`config.mk`:
```
export PLATFORM = sky130hd
export DESIGN_NAME = overtemp_trip_monitor
export DESIGN_NICKNAME = d
export VERILOG_FILES = /design/src/core/overtemp_trip_pkg.sv /design/src/core/overtemp_zone_qual.sv /design/src/core/overtemp_trip_monitor.sv
export VERILOG_INCLUDE_DIRS = /design/src /design/src/core
export SDC_FILE = /design/constraint.sdc
export NUM_CORES = 1
export LEC_CHECK = 0
export BUFFER_PORTS_ARGS = -buffer_cell sky130_fd_sc_hd__buf_2
export CORE_MARGIN = 10
export CORE_UTILIZATION = 50
export CTS_CLUSTER_DIAMETER = 60
export DETAILED_ROUTE_END_ITERATION = 7
export GPL_TIMING_DRIVEN = 0
export PLACE_DENSITY = 0.74
export REMOVE_ABC_BUFFERS = 1
export SLEW_MARGIN = 20
export SYNTH_ARGS = -nofsm -noshare
export SYNTH_HDL_FRONTEND = slang
export SYNTH_SLANG_ARGS = --single-unit
```
`constraint.sdc`:
```
create_clock -name I_CLK -period 2.94 [get_ports I_CLK]
set_input_delay 0.441 -clock I_CLK [delete_from_list [all_inputs] [get_ports I_CLK]]
set_output_delay 0.441 -clock I_CLK [all_outputs]
set_load 0.05 [all_outputs]
```
`src/core/overtemp_trip_map.svh`:
```
`ifndef OVERTEMP_TRIP_MAP_SVH
`define OVERTEMP_TRIP_MAP_SVH
// register indices; the byte address is four times the index
`define OTT_IDX_LIMIT_Z1   8'hc4
`define OTT_IDX_LIMIT_Z3   8'hc5
`define OTT_IDX_LIMIT_Z2   8'hc9
`define OTT_IDX_STATUS     8'hca
`define OTT_IDX_OUT_EN     8'hcb
`define OTT_IDX_CONTROL    8'hd0
`define OTT_IDX_IRQ_STAT   8'hd1
`define OTT_IDX_IRQ_MASK   8'hd2
// reset values
`define OTT_RST_LIMIT      8'h7f
`define OTT_RST_STATUS     3'h0
`define OTT_RST_OUT_EN     3'h0
`define OTT_RST_LOCK       1'h0
`define OTT_RST_IRQ        3'h0
// status / enable bit positions
`define OTT_BIT_AMB        0
`define OTT_BIT_RD1        1
`define OTT_BIT_RD2        2
// control register bits
`define OTT_BIT_LOCK       0
// consecutive over-limit cycles needed
`define OTT_QUAL_COUNT     2
`endif

```
`src/core/overtemp_trip_pkg.sv`:
```
package overtemp_trip_pkg;
  typedef logic [7:0] temp_t;
  typedef logic [2:0] zone_vec_t;
  typedef enum logic [1:0] {
    RESP_OKAY   = 2'h0,
    RESP_SLVERR = 2'h2
  } axi_resp_e;
endpackage

```
`src/core/overtemp_zone_qual.sv`:
```
`timescale 1ns/10ps
`include "overtemp_trip_map.svh"
// per-zone compare and two-cycle qualification
module overtemp_zone_qual
  import overtemp_trip_pkg::*;
#(
  parameter int QUAL = `OTT_QUAL_COUNT
) (
  // clock and reset
  input  wire logic   i_clk,
  input  wire logic   i_reset_n,
  // monitoring cycle
  input  wire logic   i_sample,
  input  wire temp_t  i_temp,
  input  wire temp_t  i_limit,
  // qualified over-limit level
  output logic        o_over
);
  // refuse counts that the four-bit run counter cannot hold
  if (QUAL < 1 || QUAL > 15) begin : g_bad_qual
    $error("QUAL out of range");
  end

  logic [3:0] run_q;
  // own trip limit only, never the interrupt high limit
  wire        above = i_temp > i_limit;
  wire  [3:0] run_d = above ? ((run_q == 4'(QUAL)) ? run_q : run_q + 4'h1)
                            : 4'h0;

  // count consecutive monitoring cycles above the limit
  always_ff @(posedge i_clk or negedge i_reset_n) begin
    if (!i_reset_n) begin
      run_q <= 4'h0;
    end else if (i_sample) begin
      run_q <= run_d;
    end
  end

  assign o_over = (run_q == 4'(QUAL));
endmodule

```
`src/core/overtemp_trip_monitor.sv`:
```
`timescale 1ns/10ps
`include "overtemp_trip_map.svh"
// Notes on behaviour
// three trip limit registers for diode 1, ambient, diode 2 reset to 7f.
// while the lock bit is set, limit and output enable writes are ignored.
// the trip compare uses its own limit, not the interrupt high limit.
// a zone over its trip limit sets its trip status bit.
// a zone counts as over only after two consecutive monitoring cycles.
// per-zone output enable (default off) gates the active-low trip pin.
// status: ambient bit 0, diode 1 bit 1, diode 2 bit 2, rest zero.
// writing one clears a status bit only if its event has ended.
// a set status bit stays set until software writes one to it.
// a rising edge of supply power good resets the status register.
// the trip pin releases once no enabled zone is still over.
module overtemp_trip_monitor
  import overtemp_trip_pkg::*;
(
  // clock and reset
  input  wire logic        I_CLK,
  input  wire logic        I_RESET_N,
  // temperature readings, one per monitoring cycle
  input  wire logic        I_SAMPLE,
  input  wire temp_t       I_TEMP_RD1,
  input  wire temp_t       I_TEMP_AMB,
  input  wire temp_t       I_TEMP_RD2,
  // supply power good pin
  input  wire logic        I_SUPPLY_POWER_GOOD,
  // axi4-lite write address
  input  wire logic        I_AWVALID,
  output logic             O_AWREADY,
  input  wire logic [11:0] I_AWADDR,
  // axi4-lite write data
  input  wire logic        I_WVALID,
  output logic             O_WREADY,
  input  wire logic [31:0] I_WDATA,
  input  wire logic [3:0]  I_WSTRB,
  // axi4-lite write response
  output logic             O_BVALID,
  input  wire logic        I_BREADY,
  output logic [1:0]       O_BRESP,
  // axi4-lite read address
  input  wire logic        I_ARVALID,
  output logic             O_ARREADY,
  input  wire logic [11:0] I_ARADDR,
  // axi4-lite read data
  output logic             O_RVALID,
  input  wire logic        I_RREADY,
  output logic [31:0]      O_RDATA,
  output logic [1:0]       O_RRESP,
  // trip pin and interrupt
  output logic             O_OVERTEMP_SHUTDOWN_N,
  output logic             O_IRQ
);
  // register state
  temp_t     limit_z1_q, limit_z2_q, limit_z3_q;
  zone_vec_t status_q, out_en_q, irq_stat_q, irq_mask_q;
  logic      lock_q;
  // bus state
  logic        aw_full_q, w_full_q;
  logic [11:0] awaddr_q;
  logic [31:0] wdata_q;
  logic        wlane0_q;
  logic        bvalid_q, arready_q, rvalid_q;
  logic        awready_q, wready_q;
  logic [1:0]  bresp_q, rresp_q;
  logic [31:0] rdata_q;
  logic        trip_n_q, irq_q;
  // power good synchroniser
  logic [2:0]  pg_sync_q;
  logic        pg_state_q;

  // word index of a byte address
  function automatic logic [7:0] word_idx(input logic [11:0] a);
    return a[9:2];
  endfunction

  // known register index check
  function automatic logic is_mapped(input logic [7:0] idx);
    return idx == `OTT_IDX_LIMIT_Z1 || idx == `OTT_IDX_LIMIT_Z2 ||
           idx == `OTT_IDX_LIMIT_Z3 || idx == `OTT_IDX_STATUS   ||
           idx == `OTT_IDX_OUT_EN   || idx == `OTT_IDX_CONTROL  ||
           idx == `OTT_IDX_IRQ_STAT || idx == `OTT_IDX_IRQ_MASK;
  endfunction

  // zone qualification, vector indexed by status bit position
  zone_vec_t over;
  overtemp_zone_qual u_q_amb (
    .i_clk     (I_CLK),
    .i_reset_n (I_RESET_N),
    .i_sample  (I_SAMPLE),
    .i_temp    (I_TEMP_AMB),
    .i_limit   (limit_z2_q),
    .o_over    (over[`OTT_BIT_AMB])
  );
  overtemp_zone_qual u_q_rd1 (
    .i_clk     (I_CLK),
    .i_reset_n (I_RESET_N),
    .i_sample  (I_SAMPLE),
    .i_temp    (I_TEMP_RD1),
    .i_limit   (limit_z1_q),
    .o_over    (over[`OTT_BIT_RD1])
  );
  overtemp_zone_qual u_q_rd2 (
    .i_clk     (I_CLK),
    .i_reset_n (I_RESET_N),
    .i_sample  (I_SAMPLE),
    .i_temp    (I_TEMP_RD2),
    .i_limit   (limit_z3_q),
    .o_over    (over[`OTT_BIT_RD2])
  );

  // power good edge: change counts once stages two and three agree
  wire pg_agree = (pg_sync_q[1] == pg_sync_q[2]);
  wire pg_rise  = pg_agree && pg_sync_q[2] && !pg_state_q;

  // write decode: fires when address and data are both held
  wire       wr_fire  = aw_full_q && w_full_q && !bvalid_q;
  wire [7:0] wr_idx   = word_idx(awaddr_q);
  wire       wr_ok    = is_mapped(wr_idx);
  wire       wr_en    = wr_fire && wlane0_q;
  wire       wr_cfg   = wr_en && !lock_q;
  wire       wr_lim1  = wr_cfg && wr_idx == `OTT_IDX_LIMIT_Z1;
  wire       wr_lim2  = wr_cfg && wr_idx == `OTT_IDX_LIMIT_Z2;
  wire       wr_lim3  = wr_cfg && wr_idx == `OTT_IDX_LIMIT_Z3;
  wire       wr_oen   = wr_cfg && wr_idx == `OTT_IDX_OUT_EN;
  wire       wr_stat  = wr_en && wr_idx == `OTT_IDX_STATUS;
  wire       wr_ctrl  = wr_en && wr_idx == `OTT_IDX_CONTROL;
  wire       wr_istat = wr_en && wr_idx == `OTT_IDX_IRQ_STAT;
  wire       wr_imask = wr_en && wr_idx == `OTT_IDX_IRQ_MASK;
  wire [2:0] wbits    = wdata_q[2:0];

  // status: set wins, clear only where the event has ended
  wire [2:0] stat_clr = wr_stat ? (wbits & ~over) : 3'h0;
  wire [2:0] stat_d   = (status_q & ~stat_clr) | over;
  // interrupt: newly set trip bits are the events
  wire [2:0] new_trip = over & ~status_q;
  wire [2:0] ist_clr  = wr_istat ? wbits : 3'h0;
  wire [2:0] ist_d    = (irq_stat_q & ~ist_clr) | new_trip;

  // pin: low while any enabled zone is qualified over
  wire trip_active = |(over & out_en_q);

  // read mux
  wire [7:0]  rd_idx = word_idx(I_ARADDR);
  wire        rd_ok  = is_mapped(rd_idx);
  wire [31:0] rd_val =
      (rd_idx == `OTT_IDX_LIMIT_Z1) ? {24'h0, limit_z1_q} :
      (rd_idx == `OTT_IDX_LIMIT_Z2) ? {24'h0, limit_z2_q} :
      (rd_idx == `OTT_IDX_LIMIT_Z3) ? {24'h0, limit_z3_q} :
      (rd_idx == `OTT_IDX_STATUS)   ? {29'h0, status_q}   :
      (rd_idx == `OTT_IDX_OUT_EN)   ? {29'h0, out_en_q}   :
      (rd_idx == `OTT_IDX_CONTROL)  ? {31'h0, lock_q}     :
      (rd_idx == `OTT_IDX_IRQ_STAT) ? {29'h0, irq_stat_q} :
      (rd_idx == `OTT_IDX_IRQ_MASK) ? {29'h0, irq_mask_q} :
                                      32'h0;
  wire ar_take = I_ARVALID && arready_q;

  // power good synchroniser and settled level; the settled level starts
  // low, so a pin already high gives one rise after reset, harmless as
  // the status is clear then anyway
  always_ff @(posedge I_CLK or negedge I_RESET_N) begin
    if (!I_RESET_N) begin
      pg_sync_q  <= 3'h0;
      pg_state_q <= 1'h0;
    end else begin
      pg_sync_q <= {pg_sync_q[1:0], I_SUPPLY_POWER_GOOD};
      if (pg_agree) begin
        pg_state_q <= pg_sync_q[2];
      end
    end
  end

  // write address and data capture, either order
  always_ff @(posedge I_CLK or negedge I_RESET_N) begin
    if (!I_RESET_N) begin
      aw_full_q <= 1'h0;
      w_full_q  <= 1'h0;
      awaddr_q  <= 12'h0;
      wdata_q   <= 32'h0;
      wlane0_q  <= 1'h0;
    end else begin
      if (I_AWVALID && !aw_full_q) begin
        aw_full_q <= 1'h1;
        awaddr_q  <= I_AWADDR;
      end else if (wr_fire) begin
        aw_full_q <= 1'h0;
      end
      if (I_WVALID && !w_full_q) begin
        w_full_q <= 1'h1;
        wdata_q  <= I_WDATA;
        wlane0_q <= I_WSTRB[0];
      end else if (wr_fire) begin
        w_full_q <= 1'h0;
      end
    end
  end

  // readies mirror the hold flags as flops of their own, so the bus
  // never sees an inverter between a flop and the port
  always_ff @(posedge I_CLK or negedge I_RESET_N) begin
    if (!I_RESET_N) begin
      awready_q <= 1'h1;
      wready_q  <= 1'h1;
    end else begin
      if (I_AWVALID && !aw_full_q) begin
        awready_q <= 1'h0;
      end else if (wr_fire) begin
        awready_q <= 1'h1;
      end
      if (I_WVALID && !w_full_q) begin
        wready_q <= 1'h0;
      end else if (wr_fire) begin
        wready_q <= 1'h1;
      end
    end
  end

  // write response
  always_ff @(posedge I_CLK or negedge I_RESET_N) begin
    if (!I_RESET_N) begin
      bvalid_q <= 1'h0;
      bresp_q  <= RESP_OKAY;
    end else if (wr_fire) begin
      bvalid_q <= 1'h1;
      bresp_q  <= wr_ok ? RESP_OKAY : RESP_SLVERR;
    end else if (I_BREADY) begin
      bvalid_q <= 1'h0;
    end
  end

  // read channel: one read in flight, answer registered
  // the address is decoded live, so it must stand until the take edge
  always_ff @(posedge I_CLK or negedge I_RESET_N) begin
    if (!I_RESET_N) begin
      arready_q <= 1'h1;
      rvalid_q  <= 1'h0;
      rdata_q   <= 32'h0;
      rresp_q   <= RESP_OKAY;
    end else if (ar_take) begin
      arready_q <= 1'h0;
      rvalid_q  <= 1'h1;
      rdata_q   <= rd_val;
      rresp_q   <= rd_ok ? RESP_OKAY : RESP_SLVERR;
    end else if (rvalid_q && I_RREADY) begin
      arready_q <= 1'h1;
      rvalid_q  <= 1'h0;
    end
  end

  // configuration registers; limits and output enable frozen by the lock bit
  always_ff @(posedge I_CLK or negedge I_RESET_N) begin
    if (!I_RESET_N) begin
      limit_z1_q <= `OTT_RST_LIMIT;
      limit_z2_q <= `OTT_RST_LIMIT;
      limit_z3_q <= `OTT_RST_LIMIT;
      out_en_q   <= `OTT_RST_OUT_EN;
      lock_q     <= `OTT_RST_LOCK;
      irq_mask_q <= `OTT_RST_IRQ;
    end else begin
      if (wr_lim1) limit_z1_q <= wdata_q[7:0];
      if (wr_lim2) limit_z2_q <= wdata_q[7:0];
      if (wr_lim3) limit_z3_q <= wdata_q[7:0];
      if (wr_oen)  out_en_q   <= wbits;
      // lock is sticky until reset, so software cannot unlock
      if (wr_ctrl && wdata_q[`OTT_BIT_LOCK]) lock_q <= 1'h1;
      if (wr_imask) irq_mask_q <= wbits;
    end
  end

  // trip status, cleared by power good rising ahead of new events;
  // a zone still over sets its bit again one cycle later
  always_ff @(posedge I_CLK or negedge I_RESET_N) begin
    if (!I_RESET_N) begin
      status_q   <= `OTT_RST_STATUS;
      irq_stat_q <= `OTT_RST_IRQ;
    end else begin
      status_q   <= pg_rise ? `OTT_RST_STATUS : stat_d;
      irq_stat_q <= ist_d;
    end
  end

  // registered pin and interrupt outputs
  always_ff @(posedge I_CLK or negedge I_RESET_N) begin
    if (!I_RESET_N) begin
      trip_n_q <= 1'h1;
      irq_q    <= 1'h0;
    end else begin
      trip_n_q <= !trip_active;
      irq_q    <= |(ist_d & irq_mask_q);
    end
  end

  // bus channel outputs
  assign O_AWREADY             = awready_q;
  assign O_WREADY              = wready_q;
  assign O_BVALID              = bvalid_q;
  assign O_BRESP               = bresp_q;
  assign O_ARREADY             = arready_q;
  assign O_RVALID              = rvalid_q;
  assign O_RDATA               = rdata_q;
  assign O_RRESP               = rresp_q;
  // trip pin and interrupt
  assign O_OVERTEMP_SHUTDOWN_N = trip_n_q;
  assign O_IRQ                 = irq_q;
endmodule

```
Word level (Yosys, flattened, before mapping)
Index checks and enable logic that the tools add are counted.
- add/sub/neg operators: 3
- magnitude comparators: 3
- eq/ne operators: 23
- multiplexer cells: 31
- bitwise gates (word level): 12
- reductions and logical operators: 48
- operators with widths (kind ; number):
    $eq A8 B8 Y1 const B ; 16
    $gt A8 B8 Y1 ; 3
    $mux W3 ; 8
    $mux W4 ; 6
    $mux W8 ; 3
    $logic_and A1 B1 Y1 ; 19
    $and A3 B3 Y3 ; 6
    $logic_or A1 B1 Y1 ; 14
    $add A4 B1 Y4 const B ; 3
    $eq A4 B2 Y1 const B ; 3
    $mux W1 ; 12
    $not A3 Y3 ; 4
    $reduce_bool A2 Y1 ; 4
    $logic_not A1 Y1 ; 6
    $ne A2 B2 Y1 const B ; 3
    $or A3 B3 Y3 ; 2
    $reduce_and A2 Y1 ; 3
    $reduce_or A3 Y1 ; 2
    $mux W2 ; 2
    $eq A1 B1 Y1 ; 1
- register bits after elaboration: 117
- output and inout bits: 43
- logic and storage cells: 148

Logic depth before layout (Yosys ltp)
- depth in word-level cells: 10
- gate-level depth with buffers: 7

Cells and area by module
From an unflattened synthesis, not the netlist that was laid out.
- cell total of the unflattened synthesis: 482
- area total of the unflattened synthesis: 5175.0 um^2
- modules (own cells, without submodules) (module ; instances ; cells an instance ; area each (um^2) ; seq. area each (um^2)):
    overtemp_trip_monitor ; 1 ; 326 ; 3752.3 ; 1958.1
    overtemp_zone_qual ; 3 ; 52 ; 474.2 ; 100.1

Least setup slack after synthesis
OpenSTA, ideal clock, no wires.
- path kind: register -> register
- start point: register limit_z2_q[5]
- end point: register u_q_amb.run_q[0]
- library setup time: 0.121 ns
- arrival: 2.030 ns
- data required time: 2.819 ns
- slack: 0.789 ns
- stages on the path, launching flop included: 8
- clock period less this slack: 2.151 ns
- path through: dfstp_2 > inv_1 > ha_1 > a211oi_1 > nor2_1 > a2111oi_2 > o31ai_1 > a22o_1
- word-level cells in the longest chain between the ends: 3
- RTL lines (what ; line ; source):
    from (decl) ; overtemp_trip_monitor.sv:55 ; temp_t limit_z1_q, limit_z2_q, limit_z3_q;
    from (signal assigned) ; overtemp_trip_monitor.sv:254 ; limit_z2_q <= `OTT_RST_LIMIT;
    from (signal assigned) ; overtemp_trip_monitor.sv:261 ; if (wr_lim2) limit_z2_q <= wdata_q[7:0];
    $gt A8 B8 Y1 * ; overtemp_zone_qual.sv:26 ; wire above = i_temp > i_limit;
    $ne A2 B2 Y1 (no line) ; - ;
    $reduce_and A2 Y1 (no line) ; - ;
    to (signal assigned) ; overtemp_zone_qual.sv:35 ; run_q <= run_d;
    to (decl) ; overtemp_zone_qual.sv:24 ; logic [3:0] run_q;
Mark *: on every way between the ends. The rest lies on a longest branch, timed or not.
A chain may end at the register's enable or synchronous reset.

Worst setup path in the final report
Ends and elaborated chain as after synthesis.

==> flow_summary_export.csv <==
group,metric,value,unit
status,status,"finished clean",
detailed_routing,drt_iter0_drc,136,
setup_path,worst_path_max_delay_cell,"a2111oi_2",
yosys,seq_area_frac_synth,44.9,%
setup_path,crit_buf_inv,1,
power_and_ir_drop,p_leak,0.00259,uW
clock_tree,htreeDepth,3,
layout,n_antenna_cell,0,
clock_tree,cts_buffer_depth,2,
min_path,hp-class,"input port to asynchronous set/reset pin",
setup_path,crit_type,"flop to flop",
layout,final_util,58.2,%
setup_path,crit_family,"compound AO/OA/AOI/OAI gates",
placement,port_buffers,74,
yosys,syn_area_per_cell,10.3,um^2
placement,dpl_cell_area,0.00545,mm^2
timing,tns,0,ps
global_route,grt_start_max_net_pins,49,
layout,multi_input_area,0.00247,mm^2
global_route,grt_pass1_vias,3952,
layout,synthToLayoutAreaGrowth,13.1,%
layout,final_nets,683,
yosys,synth_cell_types,64,
clock_tree,cts_sinks,89,
setup_path,cp_slowest_stage_delay,760,ps
timing,hold_viol,0,
detailed_routing,ant_nets,0,
timing,finalSetupViolCount,0,
yosys,syn_area,0.00503,mm^2
clock_tree,insertion_delay,360,ps
global_route,grt_remaining_overflow,0,
global_route,grt_pass1_wl,19.3,mm
timing,fin_crit,2560,ps
yosys,async_reset_ff_share,100,%
layout,fillers,837,
layout,fin_area,0.00569,mm^2
setup_path,cp_data_arrival_time,2800,ps
timing,slew_violations,0,
timing,fin_hold_ws,64.5,ps
yosys,synth_cells,487,
floorplanning,start_util,51.5,%
detailed_routing,drt_wl_total,11.5,mm
detailed_routing,drc,0,
yosys,ys_ff_latch,89,
yosys,ys.flop_type,"dfrtp_1",
clock_tree,cts_resized,0,
yosys,yosys_warnings,0,
clock_tree,root_buffer,"clkbuf_8",
yosys,synth_edf_count,0,
timing,max_freq,0.391,GHz
yosys,synth.area.top_cells,"dfrtp_1, dfstp_2, mux2_2, ha_1, buf_4",
flow_run,maxCapViolCount,0,
yosys,synth_top_area_share,31.8,%
setup_path,worstSetupEndpointType,"flop",
setup_path,start_kind,"flop",
timing,slew_headroom,40.1,%
clock_tree,numCtsBuffers,9,
setup_path,cp_max_fo,6,
clock_tree,post-cts-setup-buffers,0,
detailed_routing,vias,3766,
clock_tree,path_clk_slew,100,ps
timing,worst_pin_slew,897,ps
detailed_routing,post_drt_wl_per_cell,16.5,um
timing,skew,15.0,ps
placement,hpwl,9.14,mm
power_and_ir_drop,ir_drop,0.000543,V
floorplanning,num_rows,36,
timing,finalCritPeriodShare,87.1,%
placement,place.gp.congestion,0.893,
layout,drive_above_1_share,30.3,%
timing,rsz0062_at_grt,"false",
floorplanning,die_area,0.0145,mm^2
setup_path,crit_required,3180,ps
clock_tree,cts-hold-fix-buffers,0,
power_and_ir_drop,p_per_area,783,mW/mm^2
floorplanning,core,0.00977,mm^2
clock_tree,cts_tree,"done",
global_route,grt.total_usage,16.0,%
detailed_routing,vias_per_cell,5.40,
global_route,antenna_found_initial,0,
yosys,synth_top_area_cell,"dfrtp_1",
floorplanning,die_w,120,um
floorplanning,io_pins,136,
floorplanning,die_h,120,um
setup_path,crit_chain,"inv_1 > ha_1 > a211oi_1 > nor2_1 > a2111oi_2 > o31ai_1 > a22o_1",
detailed_routing,first_pass_iters,5,
layout,seqCellArea,0.00226,mm^2
==> where the power goes <==
| group | total, uW | switching, uW | internal [uW] |
|---|---|---|---|
| clock | 1030 | 458 | 573 |
| sequential | 2010 | 387 | 1620 |
| combinational | 1420 | 834 | 581 |
| total | 4460 | 1680 | 2780 |
==> area by class of cell <==
type                       count  share of cell area, %
sequential                    89                   39.7
multi-input combinational    343                   43.4
clock inverter                 6                   2.02
clock buffer                  10                   2.24
tap                          133                   2.92
inverter                      41                   2.70
timing repair buffer          75                   7.04
==> sequential cells by signal, summed over array words and instances (netlist names), 4 cells and up <==
register,cells
awaddr_q,8
wdata_q,8
u_q_amb.run_q,4
u_q_rd2.run_q,4
limit_z3_q,8
limit_z1_q,8
O_RDATA,8
u_q_rd1.run_q,4
limit_z2_q,8
==> cell usage in the layout (no fill, tap or decap), drive strengths merged, types with 4 or more instances in the layout <==
master / instances
nand3: 11
a21o: 9
o22ai: 4
nand2b: 7
mux2: 42
dfrtp: 64
nand4: 4
nor2: 24
a31oi: 7
ha: 31
o21ai: 31
clkbuf: 10
o21a: 4
and3: 4
a211oi: 5
dfstp: 25
nor3: 13
nor2b: 5
o31ai: 4
nand3b: 5
and2: 4
inv: 42
or3: 4
conb: 26
buf: 75
nand2: 37
a21oi: 17
mux2i: 7
==> cell usage after synthesis (3+ instances only) <==
| master | number |
|---|---|
| dfrtp_1 | 64 |
| mux2_2 | 42 |
| inv_1 | 40 |
| nand2_1 | 37 |
| ha_1 | 31 |
| o21ai_0 | 29 |
| buf_4 | 26 |
| dfstp_2 | 25 |
| nor2_1 | 24 |
| a21oi_1 | 17 |
| nor3_1 | 12 |
| nand3_1 | 11 |
| a21o_1 | 9 |
| a31oi_1 | 7 |
| clkbuf_1 | 7 |
| mux2i_1 | 7 |
| nand2b_1 | 7 |
| a211oi_1 | 5 |
| buf_2 | 5 |
| nor2b_1 | 5 |
| and2_1 | 4 |
| and3_1 | 4 |
| nand4_1 | 4 |
| o21a_1 | 4 |
| o22ai_1 | 4 |
| o31ai_1 | 4 |
| or3_1 | 4 |
| nand3b_1 | 3 |
==> worst register-to-register path, stage by stage, from the launching register on <==
cell and delay (ps):
dfstp_2 540, inv_1 50, ha_1 300, a211oi_1 250, nor2_1 90, a2111oi_2 760, o31ai_1 180, a22o_1 270
==> logic make-up (layout without fill, tap and decap cells) <==
family | Yosys count | in the layout | synth area share [%]
buf+inv | 80 | 132 | 8.03
simple gates | 133 | 133 | 14.8
fa+ha+maj | 31 | 31 | 7.71
compound gates | 103 | 103 | 13.5
flops | 89 | 89 | 44.9
xor+xnor | 1 | 1 | 0.174
other cells | 1 | 26 | 0.0745
mux | 49 | 49 | 10.8
==> path summary, 6_finish.rpt <==
| check | startpoint | endpoint | cells past startpoint | slack (ps) |
|---|---|---|---|---|
| hold / removal | I_RESET_N | pg_sync_q[2] | 1 | 60 |
| setup reg to reg | limit_z2_q[5] | u_q_amb.run_q[0] | 7 | 380 |
| min in group I_CLK | I_SUPPLY_POWER_GOOD | pg_sync_q[0] | 1 | 190 |
| setup / recovery | limit_z2_q[5] | u_q_amb.run_q[0] | 7 | 380 |
| max in group asynchronous | I_RESET_N | limit_z1_q[0] | 2 | 2200 |
| hold reg to reg | pg_sync_q[0] | pg_sync_q[1] | 0 | 360 |
==> metrics by stage <==
stage	worst slack, ps	instances	total power [uW]
floorplan	789	473	3010
global placement	245	680	3350
detailed placement	466	681	3450
CTS	448	697	4480
global route	204	697	4740
finish	380	697	4460
==> layer usage <==
| layer | share of wire [%] | vias up | GRT usage [%] |
|---|---|---|---|
| met5 | 0 | - | 0 |
| li1 | - | 1811 | - |
| met2 | 50 | 129 | 27.4 |
| met4 | 0.99 | 0 | 3.77 |
| met1 | 43 | 1814 | 19.7 |
| met3 | 6.7 | 12 | 4.14 |
Power figures use the tool's default switching activity.
